### config.mk
export PLATFORM = sky130hd
export DESIGN_NAME = ext_bus
export DESIGN_NICKNAME = d
export VERILOG_FILES = /design/src/include/ext_bus_pkg.sv /design/src/rtl/ext_bus.sv /design/src/rtl/sync2.sv
export VERILOG_INCLUDE_DIRS = /design/src /design/src/include
export SDC_FILE = /design/constraint.sdc
export NUM_CORES = 1
export LEC_CHECK = 0
export BUFFER_PORTS_ARGS = -buffer_cell sky130_fd_sc_hd__buf_2
export CAP_MARGIN = 20
export CORE_MARGIN = 3
export CORE_UTILIZATION = 56
export DETAILED_ROUTE_END_ITERATION = 8
export PLACE_DENSITY = 0.87
export SYNTH_ARGS = -nofsm -noshare
export SYNTH_HDL_FRONTEND = slang
export SYNTH_SLANG_ARGS = --single-unit
### constraint.sdc
create_clock -name clk -period 3.1 [get_ports clk]
set_input_delay 0.775 -clock clk [delete_from_list [all_inputs] [get_ports clk]]
set_output_delay 0.775 -clock clk [all_outputs]
set_load 0.02 [all_outputs]
### src/include/ext_bus_defines.svh
`ifndef EXT_BUS_DEFINES_SVH
`define EXT_BUS_DEFINES_SVH

// ****************************************************************
// cycle counts, one count = one clock period
// ****************************************************************
`define ALE_CYC 4'h2
`define FETCH_SETUP_CYC 4'h1
`define DATA_SETUP_CYC 4'h3
`define PROG_STROBE_CYC 4'h3
`define RDWR_CYC 4'h6
`define FETCH_TAIL_CYC 4'h1
`define READ_TAIL_CYC 4'h2
`define WRITE_TAIL_CYC 4'h1

// ****************************************************************
// machine phases, twelve per machine cycle, state1_phase1 is zero
// ****************************************************************
`define PHASE_LAST 4'hB
`define PHASE_PORT_SAMPLE 4'h9
`define PHASE_PORT_UPDATE 4'hB

// ****************************************************************
// widths
// ****************************************************************
`define CNT_W 4
`define PHASE_W 4
`define ADDR_W 16
`define DATA_W 8

`endif

### src/include/ext_bus_pkg.sv
`include "ext_bus_defines.svh"

package ext_bus_pkg;

  typedef enum logic [1:0] {
    KIND_FETCH = 2'h0,
    KIND_READ = 2'h1,
    KIND_WRITE = 2'h2
  } kind_t;

  typedef enum logic [2:0] {
    ST_IDLE = 3'h0,
    ST_ADDR = 3'h1,
    ST_SETUP = 3'h3,
    ST_STROBE = 3'h2,
    ST_TAIL = 3'h6
  } bus_state_t;

  typedef struct packed {
    kind_t kind;
    logic [`ADDR_W-1:0] addr;
    logic [`DATA_W-1:0] wdata;
  } req_t;

  typedef struct packed {
    logic valid;
    logic [`DATA_W-1:0] data;
  } resp_t;

  typedef struct packed {
    bus_state_t st;
    logic [`CNT_W-1:0] cnt;
    req_t req;
    resp_t resp;
    logic ale;
    logic prog_store_strobe_n;
    logic rd_n;
    logic wr_n;
    logic [`DATA_W-1:0] low_addr_data_port_o;
    logic low_addr_data_port_oe;
    logic [`PHASE_W-1:0] phase;
    logic [`DATA_W-1:0] port_in;
    logic [`DATA_W-1:0] port_out;
    logic [`DATA_W-1:0] port_pend;
    logic prog_mode;
  } state_t;

endpackage

### src/rtl/ext_bus.sv
`timescale 1ns/1ns
`include "ext_bus_defines.svh"

module ext_bus (
  input wire logic clk,
  input wire logic rst_n,
  input wire logic req_valid,
  input ext_bus_pkg::req_t req,
  output logic req_ready,
  output ext_bus_pkg::resp_t resp,
  output logic ale_o,
  output logic ale_oe,
  input wire logic ale_i,
  output logic prog_store_strobe_n_o,
  output logic prog_store_strobe_oe,
  input wire logic prog_store_strobe_i,
  output logic rd_n,
  output logic wr_n,
  output logic [`DATA_W-1:0] low_addr_data_port_o,
  output logic low_addr_data_port_oe,
  input wire logic [`DATA_W-1:0] low_addr_data_port_i,
  output logic [`DATA_W-1:0] high_addr_port,
  input wire logic reset_pin,
  input wire logic [`DATA_W-1:0] gpio_in,
  output logic [`DATA_W-1:0] gpio_out,
  output logic [`DATA_W-1:0] gpio_in_sampled,
  input wire logic [`DATA_W-1:0] gpio_out_wdata,
  input wire logic rom_rd_req,
  output logic rom_rd_en,
  output logic prog_mode
);

  ext_bus_pkg::state_t q, d;
  logic [`DATA_W+2:0] pins_sync;

  // ****************************************************************
  // per-kind cycle decode
  // ****************************************************************
  function automatic logic [`CNT_W-1:0] setup_len(input ext_bus_pkg::kind_t k);
    setup_len = (k == ext_bus_pkg::KIND_FETCH) ? `FETCH_SETUP_CYC : `DATA_SETUP_CYC;
  endfunction

  function automatic logic [`CNT_W-1:0] strobe_len(input ext_bus_pkg::kind_t k);
    strobe_len = (k == ext_bus_pkg::KIND_FETCH) ? `PROG_STROBE_CYC : `RDWR_CYC;
  endfunction

  function automatic logic [`CNT_W-1:0] tail_len(input ext_bus_pkg::kind_t k);
    case (k)
      ext_bus_pkg::KIND_FETCH: tail_len = `FETCH_TAIL_CYC;
      ext_bus_pkg::KIND_READ: tail_len = `READ_TAIL_CYC;
      default: tail_len = `WRITE_TAIL_CYC;
    endcase
  endfunction

  sync2 #(.W(`DATA_W + 3)) u_sync (
    .clk(clk),
    .rst_n(rst_n),
    .d({reset_pin, ale_i, prog_store_strobe_i, gpio_in}),
    .q(pins_sync)
  );

  // ****************************************************************
  // next state
  // ****************************************************************
  always_comb
  begin
    d = q;
    d.resp.valid = 1'b0;
    d.phase = (q.phase == `PHASE_LAST) ? '0 : q.phase + 4'h1;
    // pins released by the device so the programmer can drive them
    d.prog_mode = pins_sync[`DATA_W+2] & ~pins_sync[`DATA_W+1] & pins_sync[`DATA_W];
    if (q.phase == `PHASE_PORT_SAMPLE)
    begin
      d.port_in = pins_sync[`DATA_W-1:0];
    end
    if (q.phase == `PHASE_PORT_UPDATE)
    begin
      d.port_out = q.port_pend;
    end
    d.port_pend = gpio_out_wdata;
    // counting states step down; every change into a counting state reloads the count, the return to idle does not
    d.cnt = q.cnt - 4'h1;
    case (q.st)
      ext_bus_pkg::ST_IDLE:
      begin
        // a new address phase starts only from idle
        if (req_valid && !q.prog_mode)
        begin
          d.req = req;
          d.st = ext_bus_pkg::ST_ADDR;
          d.cnt = `ALE_CYC - 4'h1;
          d.ale = 1'b1;
          d.low_addr_data_port_o = req.addr[7:0];
          d.low_addr_data_port_oe = 1'b1;
        end
      end
      ext_bus_pkg::ST_ADDR:
      begin
        if (q.cnt == '0)
        begin
          d.ale = 1'b0;
          d.st = ext_bus_pkg::ST_SETUP;
          d.cnt = setup_len(q.req.kind) - 4'h1;
        end
      end
      ext_bus_pkg::ST_SETUP:
      begin
        // first setup cycle still shows the low address
        if (q.req.kind == ext_bus_pkg::KIND_WRITE)
        begin
          d.low_addr_data_port_o = q.req.wdata;
        end
        else
        begin
          d.low_addr_data_port_oe = 1'b0;
        end
        if (q.cnt == '0)
        begin
          d.st = ext_bus_pkg::ST_STROBE;
          d.cnt = strobe_len(q.req.kind) - 4'h1;
          d.prog_store_strobe_n = (q.req.kind != ext_bus_pkg::KIND_FETCH);
          d.rd_n = (q.req.kind != ext_bus_pkg::KIND_READ);
          d.wr_n = (q.req.kind != ext_bus_pkg::KIND_WRITE);
        end
      end
      ext_bus_pkg::ST_STROBE:
      begin
        if (q.cnt == '0)
        begin
          d.prog_store_strobe_n = 1'b1;
          d.rd_n = 1'b1;
          d.wr_n = 1'b1;
          if (q.req.kind != ext_bus_pkg::KIND_WRITE)
          begin
            // taken on the edge that ends the strobe
            d.resp.valid = 1'b1;
            d.resp.data = low_addr_data_port_i;
          end
          d.st = ext_bus_pkg::ST_TAIL;
          d.cnt = tail_len(q.req.kind) - 4'h1;
        end
      end
      ext_bus_pkg::ST_TAIL:
      begin
        // write data stays driven through the tail
        // idle tail gives memory time to release the bus
        if (q.cnt == '0)
        begin
          d.low_addr_data_port_oe = 1'b0;
          d.st = ext_bus_pkg::ST_IDLE;
        end
      end
      default:
      begin
        d.st = ext_bus_pkg::ST_IDLE;
      end
    endcase
    if (q.prog_mode)
    begin
      d.st = ext_bus_pkg::ST_IDLE;
      d.ale = 1'b0;
      d.prog_store_strobe_n = 1'b1;
      d.rd_n = 1'b1;
      d.wr_n = 1'b1;
      d.low_addr_data_port_oe = 1'b0;
    end
  end

  // no clock-derived timers: a stopped clock just freezes this state
  always_ff @(posedge clk or negedge rst_n)
  begin
    if (!rst_n)
    begin
      q <= '0;
      q.st <= ext_bus_pkg::ST_IDLE;
      q.req.kind <= ext_bus_pkg::KIND_FETCH;
      q.prog_store_strobe_n <= 1'b1;
      q.rd_n <= 1'b1;
      q.wr_n <= 1'b1;
    end
    else
    begin
      q <= d;
    end
  end

  // ****************************************************************
  // outputs
  // ****************************************************************
  assign req_ready = (q.st == ext_bus_pkg::ST_IDLE) && !q.prog_mode;
  assign resp = q.resp;
  assign ale_o = q.ale;
  assign ale_oe = ~q.prog_mode;
  assign prog_store_strobe_n_o = q.prog_store_strobe_n;
  assign prog_store_strobe_oe = ~q.prog_mode;
  assign rd_n = q.rd_n;
  assign wr_n = q.wr_n;
  assign low_addr_data_port_o = q.low_addr_data_port_o;
  assign low_addr_data_port_oe = q.low_addr_data_port_oe;
  assign high_addr_port = q.req.addr[15:8];
  assign gpio_out = q.port_out;
  assign gpio_in_sampled = q.port_in;
  assign rom_rd_en = rom_rd_req & q.prog_mode;
  assign prog_mode = q.prog_mode;
endmodule // ext_bus

### src/rtl/sync2.sv
`timescale 1ns/1ns

// ****************************************************************
// two-stage synchroniser
// ****************************************************************
module sync2 #(
  parameter int W = 1
) (
  input wire logic clk,
  input wire logic rst_n,
  input wire logic [W-1:0] d,
  output logic [W-1:0] q
);

  logic [W-1:0] meta_q;

  always_ff @(posedge clk or negedge rst_n)
  begin
    if (!rst_n)
    begin
      meta_q <= '0;
      q <= '0;
    end
    else
    begin
      meta_q <= d;
      q <= meta_q;
    end
  end

endmodule // sync2

Yosys cells after proc, flatten, opt, wreduce, memory -nomap -nowiden. Index checks and enable logic that the tools add are counted.

Flip-flop bits (word level): 106. Logic and storage cells: 96.

Add/subtract/negate cells: 5. Equality and inequality tests: 18. Muxes and demuxes: 30. Bitwise logic cells: 5. Reductions and logical operators: 18.

Operators by type and width (count): $mux W9 (4); $mux W33 (1); $mux W7 (3); $ne A3 B3 Y1 const B (6); $mux W4 (4); $pmux W4 S4 (1); $pmux W8 S2 (1); $mux W3 (5); $pmux W3 S5 (1); $reduce_and A3 Y1 (4); $eq A4 B4 Y1 const B (2); $mux W8 (1); $sub A4 B1 Y4 const B (2); $eq A3 B2 Y1 const B (2); $ne A2 B2 Y1 const B (3); $pmux W3 S2 (1); $reduce_bool A3 Y1 (2); $reduce_and A5 Y1 (1); $add A4 B1 Y4 const B (1); $logic_not A4 Y1 (1); $mux W1 (4); $mux W2 (2); $reduce_and A4 Y1 (1); $reduce_bool A2 Y1 (2); other kinds (17) (21).

Logic depth before layout (Yosys ltp).
Depth after elaboration: 8. Mapped depth: 6. Depth with buffers taken out: 5.

Hierarchy. Synthesis repeated with hierarchy kept, for this count alone.

Cell total of the unflattened synthesis: 295. Area, all modules: 4042.6 um^2.

By module, submodules not included: ext_bus (times used 1, cells an instance 273, area an instance 3492.1 um^2, sequential area each 1905.6 um^2); sync2 (times used 1, cells an instance 22, area an instance 550.5 um^2, sequential area each 550.5 um^2).

Worst setup path after synthesis. Ideal clock, no wire load.

Path type: register to register. From: register q[77] (netlist bit). To: register q (netlist bit resp[0]). Library setup time: 0.125 ns. Data arrival time: 1.834 ns. Data required time: 2.975 ns. Slack: 1.141 ns. Stages on the path, launching flop included: 6. Buffers on the path: 0. Path through: dfrtp_1 inv_1 ha_1 or3b_4 nor4_4 mux2_2.

Cells in the longest elaborated chain, start to end: 2.

Ends and longest elaborated chain: start: declaration (RTL line ext_bus.sv:33) `ext_bus_pkg::state_t q, d;`; $logic_not A4 Y1 (RTL line ext_bus.sv:128) `if (q.cnt == '0)`; $reduce_and A3 Y1 (no line).

No other way between the ends. A chain may end at the register's enable or synchronous reset.

Worst setup path after layout.
From: register q[81] (netlist bit). To: output req_ready.

Cells in the longest elaborated chain, start to end: 2.

Ends and longest elaborated chain: $logic_not A3 Y1 (RTL line ext_bus.sv:190) `assign req_ready = (q.st == ext_bus_pkg::ST_IDLE) && !q.prog_mode;`; $logic_and A1 B1 Y1 (RTL line ext_bus.sv:190); end: declaration (RTL line ext_bus.sv:9) `output logic req_ready,`.

No other way between the ends.

==> flow_summary_export.csv <==
group,metric,value,unit
sta,rsz0062_at_grt,"false",
sta,tns,0,ns
worst_setup_path,cp_slowest_cell,"dfrtp_1",
detailed_routing,vias,2303,
die,core_area,6830,sq um
pwr,p_leak,2.13,nW
pwr,p_int,0.00255,W
logic_synthesis,yosys_warnings,0,
pwr,vdd_drop_max,546,uV
cts,cts_setup_buffers,0,
logic_synthesis,async_flop_share,1.00,
layout,regArea,2460,sq um
worst_setup_path,worstPathArrival,1.61,ns
cts,root_buffer,"clkbuf_8",
cts,clkSinkCount,98,
worst_setup_path,cp.depth,2,
layout,num-nets-final,415,
detailed_routing,antenna_left,0,
detailed_routing,drc,0,
die,start_util,0.584,
logic_synthesis,synth_area_leaders,"dfrtp_1 60%, mux2_2 17%, buf_4 7.9%",
placed_design,place_hpwl,4980,um
status,status,"finished clean",
logic_synthesis,synth_cell_types,38,
global_routing,grt_pass1_vias,2520,
detailed_routing,totalWireLength,6770,um
die,die_height,90.4,um
placed_design,place.gp.congestion,0.809,
logic_synthesis,ys_seq_elements,98,
logic_synthesis,synth_edf_count,0,
global_routing,antenna_found_initial,0,
logic_synthesis,synth-main-ff-cell,"dfrtp_1",
worst_setup_path,slowest_delay,0.54,ns
layout,syn_to_final_growth,12.7,%
sta,min_period,2.38,ns
cts,cts_tree,"yes",
detailed_routing,routedWlPerCell,14.8,um
logic_synthesis,synth_top_area_frac,0.596,
detailed_routing,first_pass_iters,4,
layout,antennaDiodeCount,0,
worst_setup_path,cp.required,2.32,ns
detailed_routing,routed_via_density,5.05,
worst_setup_path,critPathMaxFanout,14,
pwr,comb_power_share,0.344,
sta,setup_viol,0,
global_routing,grt_pass1_wl,11400,um
layout,fillCellCount,534,
detailed_routing,drtIter0Drc,147,
logic_synthesis,synth_area_leader_cell,"dfrtp_1",
cts,cts_buffers,9,
sta,max_freq,420,MHz
pwr,power.switching,0.00137,W
worst_setup_path,cp_cell_sequence,"nor4_2, buf_2",
layout,drive_gt1_frac,0.536,
sta,slew_headroom,0.423,
cts,cts-hold-fix-buffers,0,
pwr,clockPowerShare,0.190,
worst_setup_path,endpoint_kind,"output port",
logic_synthesis,avgSynthCellArea,14.0,sq um
job,cap_viol_max_count,0,
sta,period_share,0.768,
worst_setup_path,startpoint_type,"flop",
pwr,total_power,0.00392,W
worst_setup_path,r2r_cells,5,
placed_design,port_buffers,107,
worst_setup_path,r2r_slack,0.86,ns
pwr,switching_share,0.349,
pwr,power_density,872,nW/um^2
worst_setup_path,worst-path-buf-inv,1,
die,num_rows,30,
sta,hold_viol,0,
pwr,power_frac_seq,0.466,
worst_setup_path,startpoint,"q[81]$_DFFE_PN0P_",
worst_setup_path,r2r-end,"resp[5]$_DFFE_PN0P_",
cts,cts_resized,0,
cts,cts_buffer_depth,2,
worst_setup_path,crit_type,"reg2out",
worst_setup_path,r2r_start,"q[77]$_DFF_PN0_",
die,dieWidth,90.4,um
cts,clock_latency,0.35,ns
logic_synthesis,syn-cell-area,3990,sq um
sta,tightest_slew,0.864,ns
logic_synthesis,syn_nets,344,
cts,clkSlewWorstSetupHoldPaths,0.10,ns
die,ioPinCount,108,
logic_synthesis,ys_seq_area_frac,0.616,
layout,multi_input_area,1160,sq um
sta,maxSlewViolCount,0,
sta,clock_skew,0.00987,ns
worst_setup_path,crit_path_end,"req_ready",
min_path,hp-class,"reg2reg",
cts,htree_levels,3,
die,die_area,8170,sq um
global_routing,grt_usage,0.175,
worst_setup_path,path_delay_family,"flip-flops",
global_routing,grt_start_max_net_pins,54,
global_routing,overflow,0,
logic_synthesis,syn_inst,284,
per-layer routing:
layer | GRT usage | up-vias | routed length, um
met5 | 0 | - | 0
met4 | 0.0689 | 0 | 131
met3 | 0.0475 | 11 | 387
met2 | 0.297 | 67 | 3510
met1 | 0.212 | 1141 | 2740
li1 | - | 1084 | -
per-stage QoR:
stage	hold WS (ns)	util	cells	instance area, sq um	worst slack, ns
2_1_floorplan	0.331	-	284	3990	1.14
3_3_place_gp	0.332	0.632	440	4320	0.910
3_5_place_dp	0.336	0.632	440	4320	0.864
4_1_cts	0.359	0.658	456	4500	0.713
5_1_grt	0.368	0.658	456	4500	0.630
6_report	0.356	0.658	456	4500	0.719
layout by cell type, fill, tap and decap left out, types with 2 or more instances in the layout:
master      n
mux2_2     60
nand2_1     6
o21ai_0     6
a221oi_1    2
nor2b_1     3
clkbuf_8   10
dfstp_2     3
clkinv_2    2
o21a_1      2
nand3_1     3
inv_1       7
xor2_1      2
inv_6       2
buf_4       3
nor2_1      4
buf_2     106
dfrtp_1    95
a21oi_1     6
nand3b_1    3
ha_1        3
nor3_1      5
nand2b_1    7
worst reg2reg max path: cells and delay by family (launching register included):
family	cells	cell delay [ns]
and+or+nand+nor	2	1.08
muxes	1	0.41
DFF	1	0.40
adders and majority gates	1	0.18
buffers and inverters	1	0.06
registers in the layout (all words and copies together) (netlist names), 8 cells and up:
register              count
gpio_in_sampled           8
gpio_out                  8
high_addr_port            8
low_addr_data_port_o      8
q                        29
resp                      9
u_sync.meta_q            11
u_sync.q                 11
synth_stat cells (2+ instances only):
master	instances
a21oi_1	6
a221oi_1	2
buf_4	42
clkbuf_1	6
dfrtp_1	95
dfstp_2	3
ha_1	3
inv_1	7
mux2_2	60
nand2_1	6
nand2b_1	7
nand3_1	3
nand3b_1	3
nor2_1	4
nor2b_1	3
nor3_1	5
o21a_1	2
o21ai_0	6
xor2_1	2
cell families (layout without fill, tap and decap cells):
family                     count (synthesis)  count (layout)  share of synthesized area
DFF                                       98              98                      0.616
muxes                                     60              60                      0.169
buffers and inverters                     56             132                     0.0925
and+or+nand+nor                           39              39                     0.0634
AOI/OAI and AO/OA                         25              25                     0.0430
adders and majority gates                  3               3                    0.00941
xor gates and xnor gates                   3               3                    0.00659
worst min-delay path by stage:
stage / start / to / slack, ns / cells past startpoint
after floorplan: u_sync.meta_q[0]$_DFF_PN0_ / u_sync.q[0]$_DFF_PN0_ / 0.33 / 0
after global routing: u_sync.meta_q[0]$_DFF_PN0_ / u_sync.q[0]$_DFF_PN0_ / 0.37 / 0
after CTS: u_sync.meta_q[1]$_DFF_PN0_ / u_sync.q[1]$_DFF_PN0_ / 0.36 / 0
after detailed placement: u_sync.meta_q[1]$_DFF_PN0_ / u_sync.q[1]$_DFF_PN0_ / 0.34 / 0
after global placement: u_sync.meta_q[9]$_DFF_PN0_ / u_sync.q[9]$_DFF_PN0_ / 0.33 / 0
final: u_sync.meta_q[0]$_DFF_PN0_ / u_sync.q[0]$_DFF_PN0_ / 0.36 / 0
layout make-up:
cell class	count	area share
Sequential cell	98	0.546
Multi-Input combinational cell	130	0.259
Timing Repair Buffer	109	0.123
Clock buffer	11	0.0315
Tap cell	96	0.0267
Clock inverter	5	0.00779
Inverter	7	0.00584
power groups by stage:
stage | clock [W] | combinational, W | sequential (W)
final | 0.000745 | 0.00135 | 0.00183
after global routing | 0.000827 | 0.00146 | 0.00188
after floorplan | 0 | 0.00122 | 0.00180
after global placement | 0 | 0.00132 | 0.00184
after CTS | 0.000758 | 0.00137 | 0.00183
after detailed placement | 0 | 0.00136 | 0.00186
Note: power is estimated with default switching activity, not from simulation.
